[config.mk]
export PLATFORM = sky130hd
export DESIGN_NAME = pim_top
export DESIGN_NICKNAME = d
export VERILOG_FILES = /design/src/pim_pkg.sv /design/src/pim_sync.sv /design/src/pim_qual.sv /design/src/pim_top.sv
export VERILOG_INCLUDE_DIRS = /design/src
export SDC_FILE = /design/constraint.sdc
export NUM_CORES = 1
export LEC_CHECK = 0
export BUFFER_PORTS_ARGS = -buffer_cell sky130_fd_sc_hd__buf_4
export CAP_MARGIN = 20
export CORE_UTILIZATION = 54
export CTS_CLUSTER_SIZE = 8
export DETAILED_ROUTE_END_ITERATION = 8
export GPL_ROUTABILITY_DRIVEN = 0
export GPL_TIMING_DRIVEN = 0
export MAX_ROUTING_LAYER = met4
export PLACE_DENSITY = 0.77
export SLEW_MARGIN = 20
export SYNTH_ARGS = -nofsm -noshare
export SYNTH_HDL_FRONTEND = slang
export SYNTH_SLANG_ARGS = --single-unit
[constraint.sdc]
create_clock -name clk -period 3.1 [get_ports clk]
set_input_delay 0.31 -clock clk [delete_from_list [all_inputs] [get_ports clk]]
set_output_delay 0.31 -clock clk [all_outputs]
set_load 0.02 [all_outputs]
[src/pim_regs.svh]
// register offsets, field positions and timing constants of the pin block
`ifndef PIM_REGS_SVH
`define PIM_REGS_SVH

`define PIM_OFS_IRQ_ENABLE 12'h05C
`define PIM_OFS_INDICATOR_CFG 12'h1BC
`define PIM_OFS_PIN_CFG 12'h1E0
`define PIM_OFS_IRQ_STS_EN 12'h1E8
`define PIM_OFS_QUALIFY 12'h1F0

`define PIM_PINS 6
`define PIM_GLOBAL_EN_BIT 12
`define PIM_STS_LSB 0
`define PIM_EN_LSB 16
`define PIM_FUN_LSB 8
`define PIM_SEL_LSB 0
`define PIM_TRIG_POL_LSB 16
`define PIM_BUF_LSB 0
`define PIM_QUAL_LSB 0

`define PIM_FUN_PUSH_PULL 2'h3
`define PIM_RST_SIX 6'h00
`define PIM_RST_WORD 32'h00000000
`define PIM_LED_MAP_DEFAULT 8'hE4

`define PIM_CLK_PERIOD_NS 25
`define PIM_MIN_ACTIVE_NS 40
`define PIM_QUAL_CYCLES \
  ((`PIM_MIN_ACTIVE_NS + `PIM_CLK_PERIOD_NS - 1) / `PIM_CLK_PERIOD_NS)

`endif

[src/pim_pkg.sv]
// types shared by the pin interrupt and indicator block
package pim_pkg;
  typedef struct packed {
    logic [11:0] paddr;
    logic psel;
    logic penable;
    logic pwrite;
    logic [31:0] pwdata;
  } pim_apb_req_type;

  typedef struct packed {
    logic [31:0] prdata;
    logic pready;
    logic pslverr;
  } pim_apb_rsp_type;

  typedef struct packed {
    logic [5:0] led_pol;
    logic [1:0] func;
    logic [5:0] sel;
  } pim_strap_type;

  typedef struct packed {
    logic load;
    logic [1:0] func;
    logic [5:0] sel;
  } pim_eeprom_type;

  typedef struct packed {
    logic [5:0] out;
    logic [5:0] oe;
    logic [5:0] pullup_en;
    logic [5:0] inbuf_en;
  } pim_pad_type;

  typedef logic [3:0][5:0] pim_led_src_type;
endpackage

[src/pim_sync.sv]
// three-stage synchroniser; a bit changes once stages two and three agree
module pim_sync #(
  parameter int WIDTH = 6
) (
  input wire logic clk,
  input wire logic [WIDTH-1:0] d,
  output logic [WIDTH-1:0] q
);
  logic [WIDTH-1:0] s1_q;
  logic [WIDTH-1:0] s2_q;
  logic [WIDTH-1:0] s3_q;

  always_ff @(posedge clk)
  begin
    s1_q <= d;
    s2_q <= s1_q;
    s3_q <= s2_q;
  end

  genvar i;
  generate
    for (i = 0; i < WIDTH; i++)
    begin : g_bit
      // a single disagreeing sample is ignored as a glitch
      always_ff @(posedge clk)
      begin
        if (s2_q[i] == s3_q[i])
        begin
          q[i] <= s3_q[i];
        end
      end
    end
  endgenerate
endmodule

[src/pim_qual.sv]
// per-pin level qualifier: counts consecutive cycles at trigger level
module pim_qual (
  input wire logic clk,
  input wire logic rst,
  input wire logic [5:0] level,
  input wire logic [7:0] limit,
  output logic [5:0] hit
);
  genvar i;
  generate
    for (i = 0; i < 6; i++)
    begin : g_pin
      logic [7:0] cnt_q;
      logic [7:0] cnt_d;
      assign cnt_d = !level[i] ? 8'h00 :
                     (cnt_q >= limit) ? cnt_q : cnt_q + 8'h01;
      // hit once the level has been seen for limit cycles in a row
      assign hit[i] = level[i] &
                      (({1'b0, cnt_q} + 9'h001) >= {1'b0, limit});
      always_ff @(posedge clk)
      begin
        if (rst)
        begin
          cnt_q <= 8'h00;
        end
        else
        begin
          cnt_q <= cnt_d;
        end
      end
    end
  endgenerate
endmodule

[src/pim_top.sv]
// pin interrupt capture and indicator/general-purpose pin selection
//
// The APB slave port is this design's own decision.
`include "pim_regs.svh"

module pim_top #(
  parameter logic [7:0] LED_SRC_MAP = `PIM_LED_MAP_DEFAULT
) (
  input wire logic clk,
  input wire logic rst,
  input wire pim_pkg::pim_apb_req_type apb_req,
  output pim_pkg::pim_apb_rsp_type apb_rsp,
  input wire logic [5:0] pin_in,
  input wire pim_pkg::pim_strap_type strap,
  input wire pim_pkg::pim_eeprom_type eeprom,
  input wire logic [5:0] gp_data_out,
  input wire logic [5:0] gp_dir_out,
  input wire pim_pkg::pim_led_src_type led_source,
  output pim_pkg::pim_pad_type pad,
  output logic system_irq_status,
  output logic irq
);
  import pim_pkg::*;

  localparam logic [7:0] QUAL_RESET = 8'(`PIM_QUAL_CYCLES);

  logic [5:0] pin_sync;
  logic [13:0] strap_sync;
  logic [5:0] qual_hit;

  logic global_en_q;
  logic [1:0] indicator_function_sel_q;
  logic [5:0] indicator_select_q;
  logic [5:0] led_pol_q;
  logic [5:0] pin_trigger_polarity_q;
  logic [5:0] buf_push_pull_q;
  logic [5:0] sts_q;
  logic [5:0] sts_d;
  logic [5:0] en_q;
  logic [7:0] qual_limit_q;
  logic [31:0] prdata_q;
  logic irq_q;
  logic event_q;
  pim_pad_type pad_q;
  pim_pad_type pad_d;

  // bus decode
  wire setup = apb_req.psel & ~apb_req.penable;
  wire access = apb_req.psel & apb_req.penable;
  wire wr = access & apb_req.pwrite;
  wire hit_ien = apb_req.paddr == `PIM_OFS_IRQ_ENABLE;
  wire hit_cfg = apb_req.paddr == `PIM_OFS_INDICATOR_CFG;
  wire hit_pcfg = apb_req.paddr == `PIM_OFS_PIN_CFG;
  wire hit_sts = apb_req.paddr == `PIM_OFS_IRQ_STS_EN;
  wire hit_qual = apb_req.paddr == `PIM_OFS_QUALIFY;
  wire hit_any = hit_ien | hit_cfg | hit_pcfg | hit_sts | hit_qual;
  wire wr_ien = wr & hit_ien;
  wire wr_cfg = wr & hit_cfg;
  wire wr_pcfg = wr & hit_pcfg;
  wire wr_sts = wr & hit_sts;
  wire wr_qual = wr & hit_qual;
  wire [31:0] wd = apb_req.pwdata;

  // reserved bits are never stored, so they read back zero
  wire [31:0] rd_ien = {19'h00000, global_en_q, 12'h000};
  wire [31:0] rd_cfg = {22'h000000, indicator_function_sel_q, 2'h0,
                        indicator_select_q};
  wire [31:0] rd_pcfg = {10'h000, pin_trigger_polarity_q, 10'h000,
                         buf_push_pull_q};
  wire [31:0] rd_sts = {10'h000, en_q, 10'h000, sts_q};
  wire [31:0] rd_qual = {24'h000000, qual_limit_q};
  wire [31:0] rd_word = hit_ien ? rd_ien :
                        hit_cfg ? rd_cfg :
                        hit_pcfg ? rd_pcfg :
                        hit_sts ? rd_sts :
                        hit_qual ? rd_qual : `PIM_RST_WORD;

  assign apb_rsp = '{prdata: prdata_q,
                     pready: 1'b1,
                     pslverr: access & ~hit_any};

  // pins and straps come from outside the clock domain
  pim_sync #(.WIDTH(6)) u_pin_sync (
    .clk(clk),
    .d(pin_in),
    .q(pin_sync)
  );
  pim_sync #(.WIDTH(14)) u_strap_sync (
    .clk(clk),
    .d(strap),
    .q(strap_sync)
  );
  wire [5:0] strap_pol = strap_sync[13:8];
  wire [1:0] strap_fun = strap_sync[7:6];
  wire [5:0] strap_sel = strap_sync[5:0];

  // trigger level per pin; input buffer is off for indicator pins
  wire [5:0] trig_level = ~(pin_sync ^ pin_trigger_polarity_q) &
                          ~indicator_select_q;

  pim_qual u_qual (
    .clk(clk),
    .rst(rst),
    .level(trig_level),
    .limit(qual_limit_q),
    .hit(qual_hit)
  );

  // set wins over the clearing write
  wire [5:0] clr_mask = wr_sts ? wd[5:0] : `PIM_RST_SIX;
  assign sts_d = (sts_q & ~clr_mask) | qual_hit;
  wire pin_event = |(sts_q & en_q);

  always_ff @(posedge clk)
  begin
    if (rst)
    begin
      sts_q <= `PIM_RST_SIX;
      en_q <= `PIM_RST_SIX;
      global_en_q <= 1'b0;
      pin_trigger_polarity_q <= `PIM_RST_SIX;
      buf_push_pull_q <= `PIM_RST_SIX;
      qual_limit_q <= QUAL_RESET;
      event_q <= 1'b0;
      irq_q <= 1'b0;
    end
    else
    begin
      sts_q <= sts_d;
      if (wr_sts)
      begin
        en_q <= wd[`PIM_EN_LSB +: 6];
      end
      if (wr_ien)
      begin
        global_en_q <= wd[`PIM_GLOBAL_EN_BIT];
      end
      if (wr_pcfg)
      begin
        pin_trigger_polarity_q <= wd[`PIM_TRIG_POL_LSB +: 6];
        buf_push_pull_q <= wd[`PIM_BUF_LSB +: 6];
      end
      if (wr_qual)
      begin
        qual_limit_q <= wd[`PIM_QUAL_LSB +: 8];
      end
      event_q <= pin_event;
      irq_q <= pin_event & global_en_q;
    end
  end

  // straps load while reset is held; the eeprom may override later
  always_ff @(posedge clk)
  begin
    if (rst)
    begin
      indicator_function_sel_q <= strap_fun;
      indicator_select_q <= strap_sel;
      led_pol_q <= strap_pol;
    end
    else if (eeprom.load)
    begin
      indicator_function_sel_q <= eeprom.func;
      indicator_select_q <= eeprom.sel;
    end
    else if (wr_cfg)
    begin
      indicator_function_sel_q <= wd[`PIM_FUN_LSB +: 2];
      indicator_select_q <= wd[`PIM_SEL_LSB +: 6];
    end
  end

  always_ff @(posedge clk)
  begin
    if (rst)
    begin
      prdata_q <= `PIM_RST_WORD;
    end
    else if (setup & ~apb_req.pwrite)
    begin
      prdata_q <= rd_word;
    end
  end

  // function code to activity source, table held in a parameter
  wire [1:0] src_sel = LED_SRC_MAP[{indicator_function_sel_q, 1'b0} +: 2];
  wire [5:0] led_act = led_source[src_sel];
  wire led_push_pull = indicator_function_sel_q == `PIM_FUN_PUSH_PULL;

  genvar i;
  generate
    for (i = 0; i < 6; i++)
    begin : g_pad
      wire sel = indicator_select_q[i];
      wire act = led_act[i];
      // open indicator: strap high means drive low while active
      wire led_out = led_push_pull ? act : ~led_pol_q[i];
      wire led_oe = led_push_pull | act;
      wire gp_out = buf_push_pull_q[i] & gp_data_out[i];
      wire gp_oe = gp_dir_out[i] &
                   (buf_push_pull_q[i] | ~gp_data_out[i]);
      assign pad_d.out[i] = sel ? led_out : gp_out;
      assign pad_d.oe[i] = sel ? led_oe : gp_oe;
      assign pad_d.pullup_en[i] = ~sel;
      assign pad_d.inbuf_en[i] = ~sel;
    end
  endgenerate

  always_ff @(posedge clk)
  begin
    if (rst)
    begin
      pad_q <= '0;
    end
    else
    begin
      pad_q <= pad_d;
    end
  end

  assign pad = pad_q;
  assign system_irq_status = event_q;
  assign irq = irq_q;

  // checks
  property p_w1c_clear;
    @(posedge clk) disable iff (rst)
    wr_sts && wd[0] && !qual_hit[0] |=> !sts_q[0];
  endproperty
  a_w1c_clear: assert property (p_w1c_clear)
    else $error("status bit not cleared by write one");

  property p_w0_keep;
    @(posedge clk) disable iff (rst)
    wr_sts && !wd[1] && sts_q[1] |=> sts_q[1];
  endproperty
  a_w0_keep: assert property (p_w0_keep)
    else $error("status bit lost on write zero");

  property p_set_wins;
    @(posedge clk) disable iff (rst)
    qual_hit[0] |=> sts_q[0];
  endproperty
  a_set_wins: assert property (p_set_wins)
    else $error("qualified trigger did not set status");

  property p_irq_gate;
    @(posedge clk) disable iff (rst)
    irq |-> $past(global_en_q) && system_irq_status;
  endproperty
  a_irq_gate: assert property (p_irq_gate)
    else $error("irq without both enables");

  property p_irq_rise;
    @(posedge clk) disable iff (rst)
    (|(sts_q & en_q)) && global_en_q && !wr ##1 !wr |-> irq;
  endproperty
  a_irq_rise: assert property (p_irq_rise)
    else $error("enabled pin event did not raise irq");

  property p_en_reset;
    @(posedge clk)
    rst |=> en_q == `PIM_RST_SIX && !global_en_q;
  endproperty
  a_en_reset: assert property (p_en_reset)
    else $error("enables not zero after reset");

  property p_led_no_pull;
    @(posedge clk) disable iff (rst)
    indicator_select_q[4] |=> !pad.pullup_en[4] && !pad.inbuf_en[4];
  endproperty
  a_led_no_pull: assert property (p_led_no_pull)
    else $error("indicator pin keeps pull-up or input buffer");

  property p_push_pull;
    @(posedge clk) disable iff (rst)
    indicator_select_q[5] && led_push_pull |=> pad.oe[5];
  endproperty
  a_push_pull: assert property (p_push_pull)
    else $error("push-pull indicator not driven");

  property p_pol_hold;
    @(posedge clk) disable iff (rst)
    !rst ##1 !rst |-> $stable(led_pol_q);
  endproperty
  a_pol_hold: assert property (p_pol_hold)
    else $error("indicator polarity changed after reset");

  property p_reserved_zero;
    @(posedge clk) disable iff (rst)
    setup && !apb_req.pwrite && hit_sts |=>
      apb_rsp.prdata[31:22] == 10'h000 && apb_rsp.prdata[15:6] == 10'h000;
  endproperty
  a_reserved_zero: assert property (p_reserved_zero)
    else $error("reserved status bits read nonzero");

  property p_led_mode_no_trig;
    @(posedge clk) disable iff (rst)
    indicator_select_q[4] |-> !trig_level[4];
  endproperty
  a_led_mode_no_trig: assert property (p_led_mode_no_trig)
    else $error("indicator pin produced a trigger");

  property p_clear_vs_set;
    @(posedge clk) disable iff (rst)
    wr_sts && wd[1] && qual_hit[1] |=> sts_q[1];
  endproperty
  a_clear_vs_set: assert property (p_clear_vs_set)
    else $error("clearing write beat a present trigger");

  property p_gp_open_drain;
    @(posedge clk) disable iff (rst)
    !indicator_select_q[0] && gp_dir_out[0] && !buf_push_pull_q[0] &&
      gp_data_out[0] |=> !pad.oe[0] && !pad.out[0];
  endproperty
  a_gp_open_drain: assert property (p_gp_open_drain)
    else $error("open-drain pin driven while its data is one");

  property p_open_led_pol;
    @(posedge clk) disable iff (rst)
    indicator_select_q[4] && !led_push_pull && led_act[4] |=>
      pad.oe[4] && pad.out[4] != led_pol_q[4];
  endproperty
  a_open_led_pol: assert property (p_open_led_pol)
    else $error("open indicator drives the wrong level");
endmodule

Word-level counts from Yosys, hierarchy flattened
Cells that the tools add are included.
- bits in registers: 227
- input bits: 114
- word-level logic and storage cells: 219
- add/sub/neg operators: 12
- order comparisons: 13
- eq/ne operators: 26
- shift-type cells: 1
- muxes and demuxes: 32
- bitwise operators: 80
- reductions and logical operators: 8
- operator list (kind ; number):
    22-bit two-way mux ; 4
    8-bit by 1-bit adder with 9-bit output, second input constant ; 6
    9-bit by 8-bit >= comparator with 1-bit output ; 6
    8-bit by 1-bit adder with 8-bit output, second input constant ; 6
    12-bit by 9-bit == test with 1-bit output, second input constant ; 4
    8-bit >= comparator ; 6
    6-bit two-way mux ; 5
    1-bit bitwise AND ; 29
    1-bit NOT ; 27
    1-bit == test ; 20
    6-bit bitwise AND ; 3
    1-bit two-way mux ; 18
    6-bit NOT ; 3
    1-bit OR ; 16
    6-bit binary-select mux with 2-bit select ; 1
    12-bit by 7-bit == test with 1-bit output, second input constant ; 1
    2-bit OR reduction ; 6
    8-bit two-way mux ; 1
    8-bit by 4-bit indexed part select with 2-bit output, first input constant ; 1
    2-bit two-way mux ; 3
    6-bit OR ; 1
    6-bit OR reduction ; 1
    6-bit bitwise XOR ; 1
    2-bit by 3-bit less-than comparator with 1-bit output, second input constant ; 1
    2 further kinds ; 2

Depth between registers and ports, before layout
Gate-level depths: netlist of the first run.
- depth in word-level cells: 7
- mapped depth: 10
- mapped depth without buffers: 10

Hierarchy
From an unflattened synthesis of the first run, not the netlist that was laid out.
- cells, all modules: 1088
- area, all modules: 10605.2 um2
- by module, submodules not included (module ; instances ; cells each ; area each (um2) ; sequential area each (um2)):
    pim_qual ; 1 ; 548 ; 4578.1 ; 960.9
    pim_top ; 1 ; 440 ; 4050.1 ; 1821.7
    pim_sync at u_strap_sync ; 1 ; 70 ; 1383.8 ; 1261.2
    pim_sync at u_pin_sync ; 1 ; 30 ; 593.1 ; 540.5

Least setup slack after synthesis of the first run
OpenSTA, ideal clock, no wires.
- path type: input to register
- start: input port apb_req[44] in the netlist's numbering
- end: register indicator_function_sel_q[0] (enable)
- library setup time: 0.398 ns
- arrival time: 2.143 ns
- required time: 2.702 ns
- setup slack: 0.559 ns
- stages: 2
- cells stage by stage: or4b_2 > o41ai_1
- word-level cells in the longest chain between the ends: 3
- ends and longest elaborated chain (item ; line ; source):
    start, declared ; pim_top.sv:11 ; input wire pim_pkg::pim_apb_req_type apb_req,
    12-bit by 9-bit == test with 1-bit output (no line) ; n/a ;
    1-bit bitwise AND ; pim_top.sv:58 ; wire wr_cfg = wr & hit_cfg;
    3-bit nonzero test (no line) ; n/a ;
    end signal, assigned ; pim_top.sv:157 ; indicator_function_sel_q <= strap_fun;
    end signal, assigned ; pim_top.sv:163 ; indicator_function_sel_q <= eeprom.func;
    end signal, assigned ; pim_top.sv:168 ; indicator_function_sel_q <= wd[`PIM_FUN_LSB +: 2];
    end, declared ; pim_top.sv:32 ; logic [1:0] indicator_function_sel_q;
No other way between the ends.
A chain may end at the register's enable or synchronous reset.

Worst setup path in the final report of the first run
- start: register qual_limit_q[2]
- end: register u_qual.g_pin[5].cnt_q[7]
- word-level cells in the longest chain between the ends: 1
- ends and longest elaborated chain (item ; line ; source):
    start, declared ; pim_top.sv:40 ; logic [7:0] qual_limit_q;
    start signal, assigned ; pim_top.sv:145 ; qual_limit_q <= wd[`PIM_QUAL_LSB +: 8];
    8-bit >= comparator ; pim_qual.sv:16 ; (cnt_q >= limit) ? cnt_q : cnt_q + 8'h01;
    end signal, assigned ; pim_qual.sv:28 ; cnt_q <= cnt_d;
    end, declared ; pim_qual.sv:13 ; logic [7:0] cnt_q;
No other way between the ends.

==> flow_metrics.py, run 1 <==
metrics = {
    "global_routing": {
        "grt_use_total_pct": 26.52,
        "grt_pass1_wl_um": 40790,
        "grt_pass1_vias": 8260,
        "grt-ovfl-total": 0,
        "grt_max_degree": 18,
        "antenna_found_initial": 0,
    },
    "pwr": {
        "seqPwrFrac_pct": 46.3,
        "p_comb_share_pct": 8.0,
        "p_leak_nw": 5.438,
        "switchingPower_w": 0.001504,
        "clkPwrFrac_pct": 45.7,
        "p_int_w": 0.004955,
        "swShare_pct": 23.28,
        "powerDensity_mw_per_mm2": 500.4,
        "vdd_drop_max_uv": 511.0,
    },
    "synth": {
        "syn_inst": 1047,
        "synth.largest_area_cell": "dfxtp_1",
        "syn_area_mm2": 0.01040,
        "yosysSeqAreaShare_pct": 44.10,
        "synth_seq_cells": 212,
        "synthTopCellsByArea": "dfxtp_1 (34%), ha_1 (12%), edfxtp_1 (9.8%), xnor2_1 (6.4%), mux2i_1 (4.4%)",
        "synth.distinct_cells": 55,
        "ys.flop_type": "dfxtp_1",
        "async_flop_share_pct": 0,
        "avgSynthCellArea_um2": 9.930,
        "synth_edf_count": 34,
        "synth_top_cell_area_share_pct": 34.28,
        "ys_warn_count": 0,
    },
    "detailed_routing": {
        "avgViaCountPerCell": 5.476,
        "antenna_left": 0,
        "drc_errors": 0,
        "finalWirelength_um": 24980,
        "wl_per_cell_um": 16.54,
        "firstDrtPassIters": 5,
        "vias": 8269,
        "initialDrtViolationCount": 395,
    },
    "clock_network": {
        "clk_pin_slew_worst_paths_ns": 0.05,
        "post_cts_buffers": 0,
        "htreeDepth": 1,
        "numCtsBuffers": 30,
        "clock_sinks": 212,
        "clkLatencyLatePin_ns": 0.56,
        "root_buffer": "clkbuf_16",
        "cts_tree": "built",
        "ctsLongestPathBuffers": 3,
    },
    "die": {
        "die_y_um": 140.8,
        "dieWidth_um": 140.8,
        "initial_core_util_pct": 55.39,
        "core_area_mm2": 0.01877,
        "die_area_mm2": 0.01981,
        "io-pin-count": 174,
        "row_count": 50,
    },
    "critical_path": {
        "arrival_ns": 3.24,
        "cp_data_required_time_ns": 3.56,
        "cpMaxStageDelayCell": "or4b_2",
        "critPathMaxFanout": 12,
        "path_buf_inv": 1,
        "critical_path.top_delay_family": "compound AO/OA/AOI/OAI gates",
        "crit_type": "reg -> reg",
        "endpoint_kind": "flip-flop",
        "critPathLaunchType": "flip-flop",
        "slowest_delay_ns": 0.62,
        "path_cells": "inv_1 -> ha_1 -> a211oi_1 -> o21ai_0 -> a21oi_2 -> or4b_2 -> o21ai_0",
        "cp_common_cell": "o21ai_0",
    },
    "timing": {
        "hold_ws_ns": 0.01291,
        "fin_ws_ns": 0.3212,
        "tightest_slew_ns": 0.7676,
        "maxSlewHeadroom_pct": 48.40,
        "finalCritPeriodShare_pct": 89.64,
        "fmax_mhz": 359.9,
        "period_needed_ns": 2.779,
        "report.final.slew_viol_count": 0,
        "setup_viol": 0,
        "finalHoldViolations": 0,
        "rsz0062_at_grt": "false",
        "finClkSkew_ns": 0.03930,
    },
    "layout": {
        "layout_common_cells": "dfxtp_1 (178), buf_4 (164), nor2_1 (106), nand2_1 (105), ha_1 (102)",
        "final_core_util_pct": 68.77,
        "final_net_count": 1475,
        "layout-drive-gt1-share_pct": 19.51,
        "final.fill_count": 1443,
        "antennaDiodeCount": 0,
        "layout_commonest_cell": "dfxtp_1",
        "areaGrowthSynthToFinish_pct": 24.15,
    },
    "placement": {
        "hpwl_um": 18060,
        "place_worst_setup_slack_ns": 0.3771,
        "portBuffers": 141,
    },
    "outcome": {
        "status": "complete, no violations",
    },
    "job": {
        "maxCapViolCount": 0,
    },
    "hold_path": {
        "min-delay-path-class": "in -> reg",
    },
}
## final cells by class
class                           instances  area [µm²]  share of cell area, %
Multi-Input combinational cell        792        5568                  43.14
Sequential cell                       212        4584                  35.52
Timing Repair Buffer                  166        1304                  10.10
Clock buffer                           47       814.5                  6.311
Tap cell                              234       292.8                  2.268
Buffer                                 43       256.5                  1.987
Inverter                               14       52.55                 0.4071
Clock inverter                          2       35.03                 0.2714
## per-layer routing
metal / track usage [%] / share of wire (%) / up-vias
met5: - / 0 / -
met4: 9.897 / 3.1 / 0
met3: 3.091 / 4.0 / 47
met2: 45.54 / 49 / 211
met1: 32.03 / 44 / 3883
li1: - / - / 4128
## synth_stat cells (7+ instances only)
library cell	instances
a211oi_1	31
a21oi_1	57
a22o_1	8
a22oi_1	9
a31o_2	10
buf_4	23
clkbuf_1	18
dfxtp_1	178
edfxtp_1	34
ha_1	102
inv_1	14
mux2_2	12
mux2i_1	46
nand2_1	105
nand2b_1	8
nand3_1	31
nand3b_1	19
nor2_1	106
nor2b_1	13
nor3_1	13
o211ai_1	11
o21ai_0	41
or2_2	7
or4b_2	7
xnor2_1	76
xor2_1	12
## metrics by stage
stage          setup TNS, ns  instances  cell area (µm²)  total power, W
2_1_floorplan              0       1061            10450        0.003294
3_3_place_gp          -1.642       1436            11800        0.003514
3_5_place_dp               0       1437            11810        0.003530
4_1_cts                    0       1510            12900        0.006492
5_1_grt                    0       1510            12910        0.006675
6_report                   0       1510            12910        0.006459
## registers in the layout, summed over array words and instances, names as in the netlist, 8 cells and up
| signal | cells |
|---|---|
| u_strap_sync.q | 14 |
| u_qual.g_pin.cnt_q | 48 |
| u_strap_sync.s2_q | 14 |
| prdata_q | 17 |
| qual_limit_q | 8 |
| u_strap_sync.s1_q | 14 |
| u_strap_sync.s3_q | 14 |
| pad | 18 |
## logic make-up (layout without fill, tap and decap cells)
logic type	count (synthesis)	count (layout)	share of synthesized area, %
AO/OA/AOI/OAI	189	189	11.63
XOR/XNOR	88	88	7.414
adder cells (fa/ha/maj)	102	102	12.28
buffers and inverters	57	272	2.973
flip-flops	212	212	44.10
multiplexers	58	58	5.729
other	2	16	0.07224
AND/OR/NAND/NOR	339	339	15.81
## power groups by stage
stage,registers (W),clock network [W],logic (W)
2_1_floorplan,0.00304,0,0.000251
3_3_place_gp,0.00304,0,0.000477
3_5_place_dp,0.00304,0,0.000489
4_1_cts,0.00299,0.00299,0.000517
5_1_grt,0.00300,0.00312,0.000560
6_report,0.00299,0.00295,0.000520
## repair_timing
action                                  CTS  global route
gates resized for setup                   0             0
endpoints found under the hold margin    24             0
endpoints found under the setup margin    0             0
hold buffers                             24             0
## path summary, 6_finish.rpt
check,from,endpoint,slack [ns],depth (start not counted)
setup / recovery,qual_limit_q[2],u_qual.g_pin[5].cnt_q[7],0.32,7
hold / removal,apb_req[16],en_q[0],0.01,3
setup reg to reg,qual_limit_q[2],u_qual.g_pin[5].cnt_q[7],0.32,7
hold reg to reg,u_pin_sync.s1_q[1],u_pin_sync.s2_q[1],0.32,0
## worst register-to-register path: cells and delay by family (launching register included)
family | cells | cell delay (ns)
AND/OR/NAND/NOR | 1 | 0.62
buffers and inverters | 1 | 0.41
AO/OA/AOI/OAI | 4 | 0.99
adder cells (fa/ha/maj) | 1 | 0.35
flip-flops | 1 | 0.32
Power figures use the tool's default switching activity.
==> run 2: changes to the inputs <==
PLACE_DENSITY = 0.8   (was 0.77)
==> run 2 against run 1 <==
  * Register-to-register slack worse by 0.06 ns
  * Combinational power hardly changed
  * Clock-buffer cell count is 1 higher
  * Clock power hardly changed
  * Global-route usage is 0.36 points lower
  * Routed wire length is 0.89% lower
  * First-iteration DRC count is 15% higher
  * Cell count is 0.26% lower
  * Sequential cell count stayed put
  * Critical path depth stayed put
  * Sequential power hardly changed
==> flow_metrics.py, run 2 (synthesis results as in run 1) <==
metrics = {
    "layout": {
        "layout-drive-gt1-share_pct": 19.58,
        "top_register": "u_qual.g_pin.cnt_q",
        "multi_input_area_mm2": 0.005568,
        "areaGrowthSynthToFinish_pct": 23.85,
        "final.fill_count": 1437,
        "final_net_count": 1471,
        "antennaDiodeCount": 0,
        "seq_area_mm2": 0.004584,
        "largest_reg_flops": 48,
        "layout_commonest_cell": "dfxtp_1",
        "final_cell_area_mm2": 0.01288,
        "final_core_util_pct": 68.61,
        "layout_common_cells": "dfxtp_1 (178), buf_4 (164), nor2_1 (106), nand2_1 (105), ha_1 (102)",
    },
    "detailed_routing": {
        "avgViaCountPerCell": 5.552,
        "initialDrtViolationCount": 453,
        "finalWirelength_um": 24760,
        "antenna_left": 0,
        "wl_per_cell_um": 16.44,
        "drc_errors": 0,
        "firstDrtPassIters": 5,
        "vias": 8361,
    },
    "clock_network": {
        "root_buffer": "clkbuf_16",
        "cts_tree": "built",
        "clk_pin_slew_worst_paths_ns": 0.05,
        "postCtsHoldBufs": 20,
        "htreeDepth": 1,
        "clkLatencyLatePin_ns": 0.54,
        "clock_sinks": 212,
        "ctsLongestPathBuffers": 3,
        "numCtsBuffers": 30,
        "post_cts_resized": 0,
        "post_cts_buffers": 0,
    },
    "global_routing": {
        "grt_max_degree": 17,
        "grt.busiest_layer": "met2",
        "grt_pass1_vias": 8114,
        "use_met2_pct": 44.91,
        "antenna_found_initial": 0,
        "grtUsageMet3_pct": 3.635,
        "grt_pass1_wl_um": 40070,
        "use_met1_pct": 31.52,
        "grt-ovfl-total": 0,
        "grt_use_total_pct": 26.16,
    },
    "hold_path": {
        "hold_start": "apb_req[6]",
        "hold-path-cell-count": 3,
        "min-delay-path-class": "in -> reg",
        "hold-path-endpoint": "qual_limit_q[6]",
    },
    "pwr": {
        "p_leak_nw": 5.424,
        "powerDensity_mw_per_mm2": 500.3,
        "vdd_drop_max_uv": 641.6,
    },
    "timing": {
        "report.final.slew_viol_count": 0,
        "maxSlewHeadroom_pct": 42.05,
        "hold_ws_ns": 0.01571,
        "setup_viol": 0,
        "tightest_slew_ns": 0.8626,
        "finClkSkew_ns": 0.01337,
        "fmax_mhz": 351.9,
        "fin_ws_ns": 0.2583,
        "period_needed_ns": 2.842,
        "finalHoldViolations": 0,
        "finalCritPeriodShare_pct": 91.67,
        "rsz0062_at_grt": "false",
    },
    "critical_path": {
        "critPathMaxFanout": 12,
        "r2r_end": "u_qual.g_pin[5].cnt_q[7]",
        "cp_data_required_time_ns": 3.57,
        "arrival_ns": 3.31,
        "crit_type": "reg -> reg",
        "critPathLaunchType": "flip-flop",
        "endpoint_kind": "flip-flop",
        "r2r_start": "qual_limit_q[2]",
        "r2r_cells": 7,
        "worst-r2r-setup-slack_ns": 0.26,
    },
    "die": {
        "io-pin-count": 174,
        "die_y_um": 140.8,
        "row_count": 50,
        "initial_core_util_pct": 55.39,
        "die_area_mm2": 0.01981,
        "core_area_mm2": 0.01877,
        "dieWidth_um": 140.8,
    },
    "placement": {
        "place_worst_setup_slack_ns": 0.2814,
        "hpwl_um": 18060,
        "place_area_mm2": 0.01181,
        "portBuffers": 141,
    },
    "job": {
        "maxCapViolCount": 0,
    },
    "outcome": {
        "status": "complete, no violations",
    },
}
==> run 2: how the worst max path moves through the flow <==
stage,slack (ns),cells past startpoint,startpoint,end
floorplan,0.56,2,apb_req[44],indicator_function_sel_q[0]
global placement,-0.10,3,apb_req[44],indicator_function_sel_q[0]
detailed placement,0.28,7,qual_limit_q[2],u_qual.g_pin[5].cnt_q[7]
CTS,0.28,7,qual_limit_q[2],u_qual.g_pin[5].cnt_q[7]
global route,0.05,7,qual_limit_q[2],u_qual.g_pin[5].cnt_q[7]
finish,0.26,7,qual_limit_q[2],u_qual.g_pin[5].cnt_q[7]
==> run 2: worst max-delay path, stage by stage (launching register included) <==
cell	delay, ns
dfxtp_1	0.32
inv_1	0.48
ha_1	0.35
a211oi_1	0.23
o21ai_0	0.26
a21oi_2	0.44
or4b_2	0.61
o21ai_0	0.08
==> run 2: final cells by class <==
type / instances / share of cell area (%)
multi-input combinational: 792 / 43.24
sequential: 212 / 35.60
timing repair buffer: 162 / 9.814
clock buffer: 48 / 6.433
tap: 234 / 2.274
buffer: 43 / 1.992
inverter: 14 / 0.4081
clock inverter: 1 / 0.2332
==> run 2: layer usage <==
layer  routed length, µm  share of wire, %
met1               10800                44
met2               12100                49
met3                1134               4.6
met4                 722               2.9
met5                   0                 0
==> run 2: power by group <==
| group | switching [W] | internal [W] | total (W) | leakage, nW |
|---|---|---|---|---|
| Sequential | 0.0000693 | 0.00292 | 0.00299 | 1.80 |
| Clock | 0.00113 | 0.00180 | 0.00294 | 0.408 |
| Combinational | 0.000262 | 0.000254 | 0.000517 | 3.22 |
==> run 2: metrics by stage <==
stage | total power [W] | std cells | setup TNS [ns]
after detailed placement | 0.003532 | 1437 | 0
after global routing | 0.006676 | 1506 | 0
after CTS | 0.006488 | 1506 | 0
after floorplan | 0.003294 | 1061 | 0
final | 0.006442 | 1506 | 0
after global placement | 0.003514 | 1436 | -0.8269
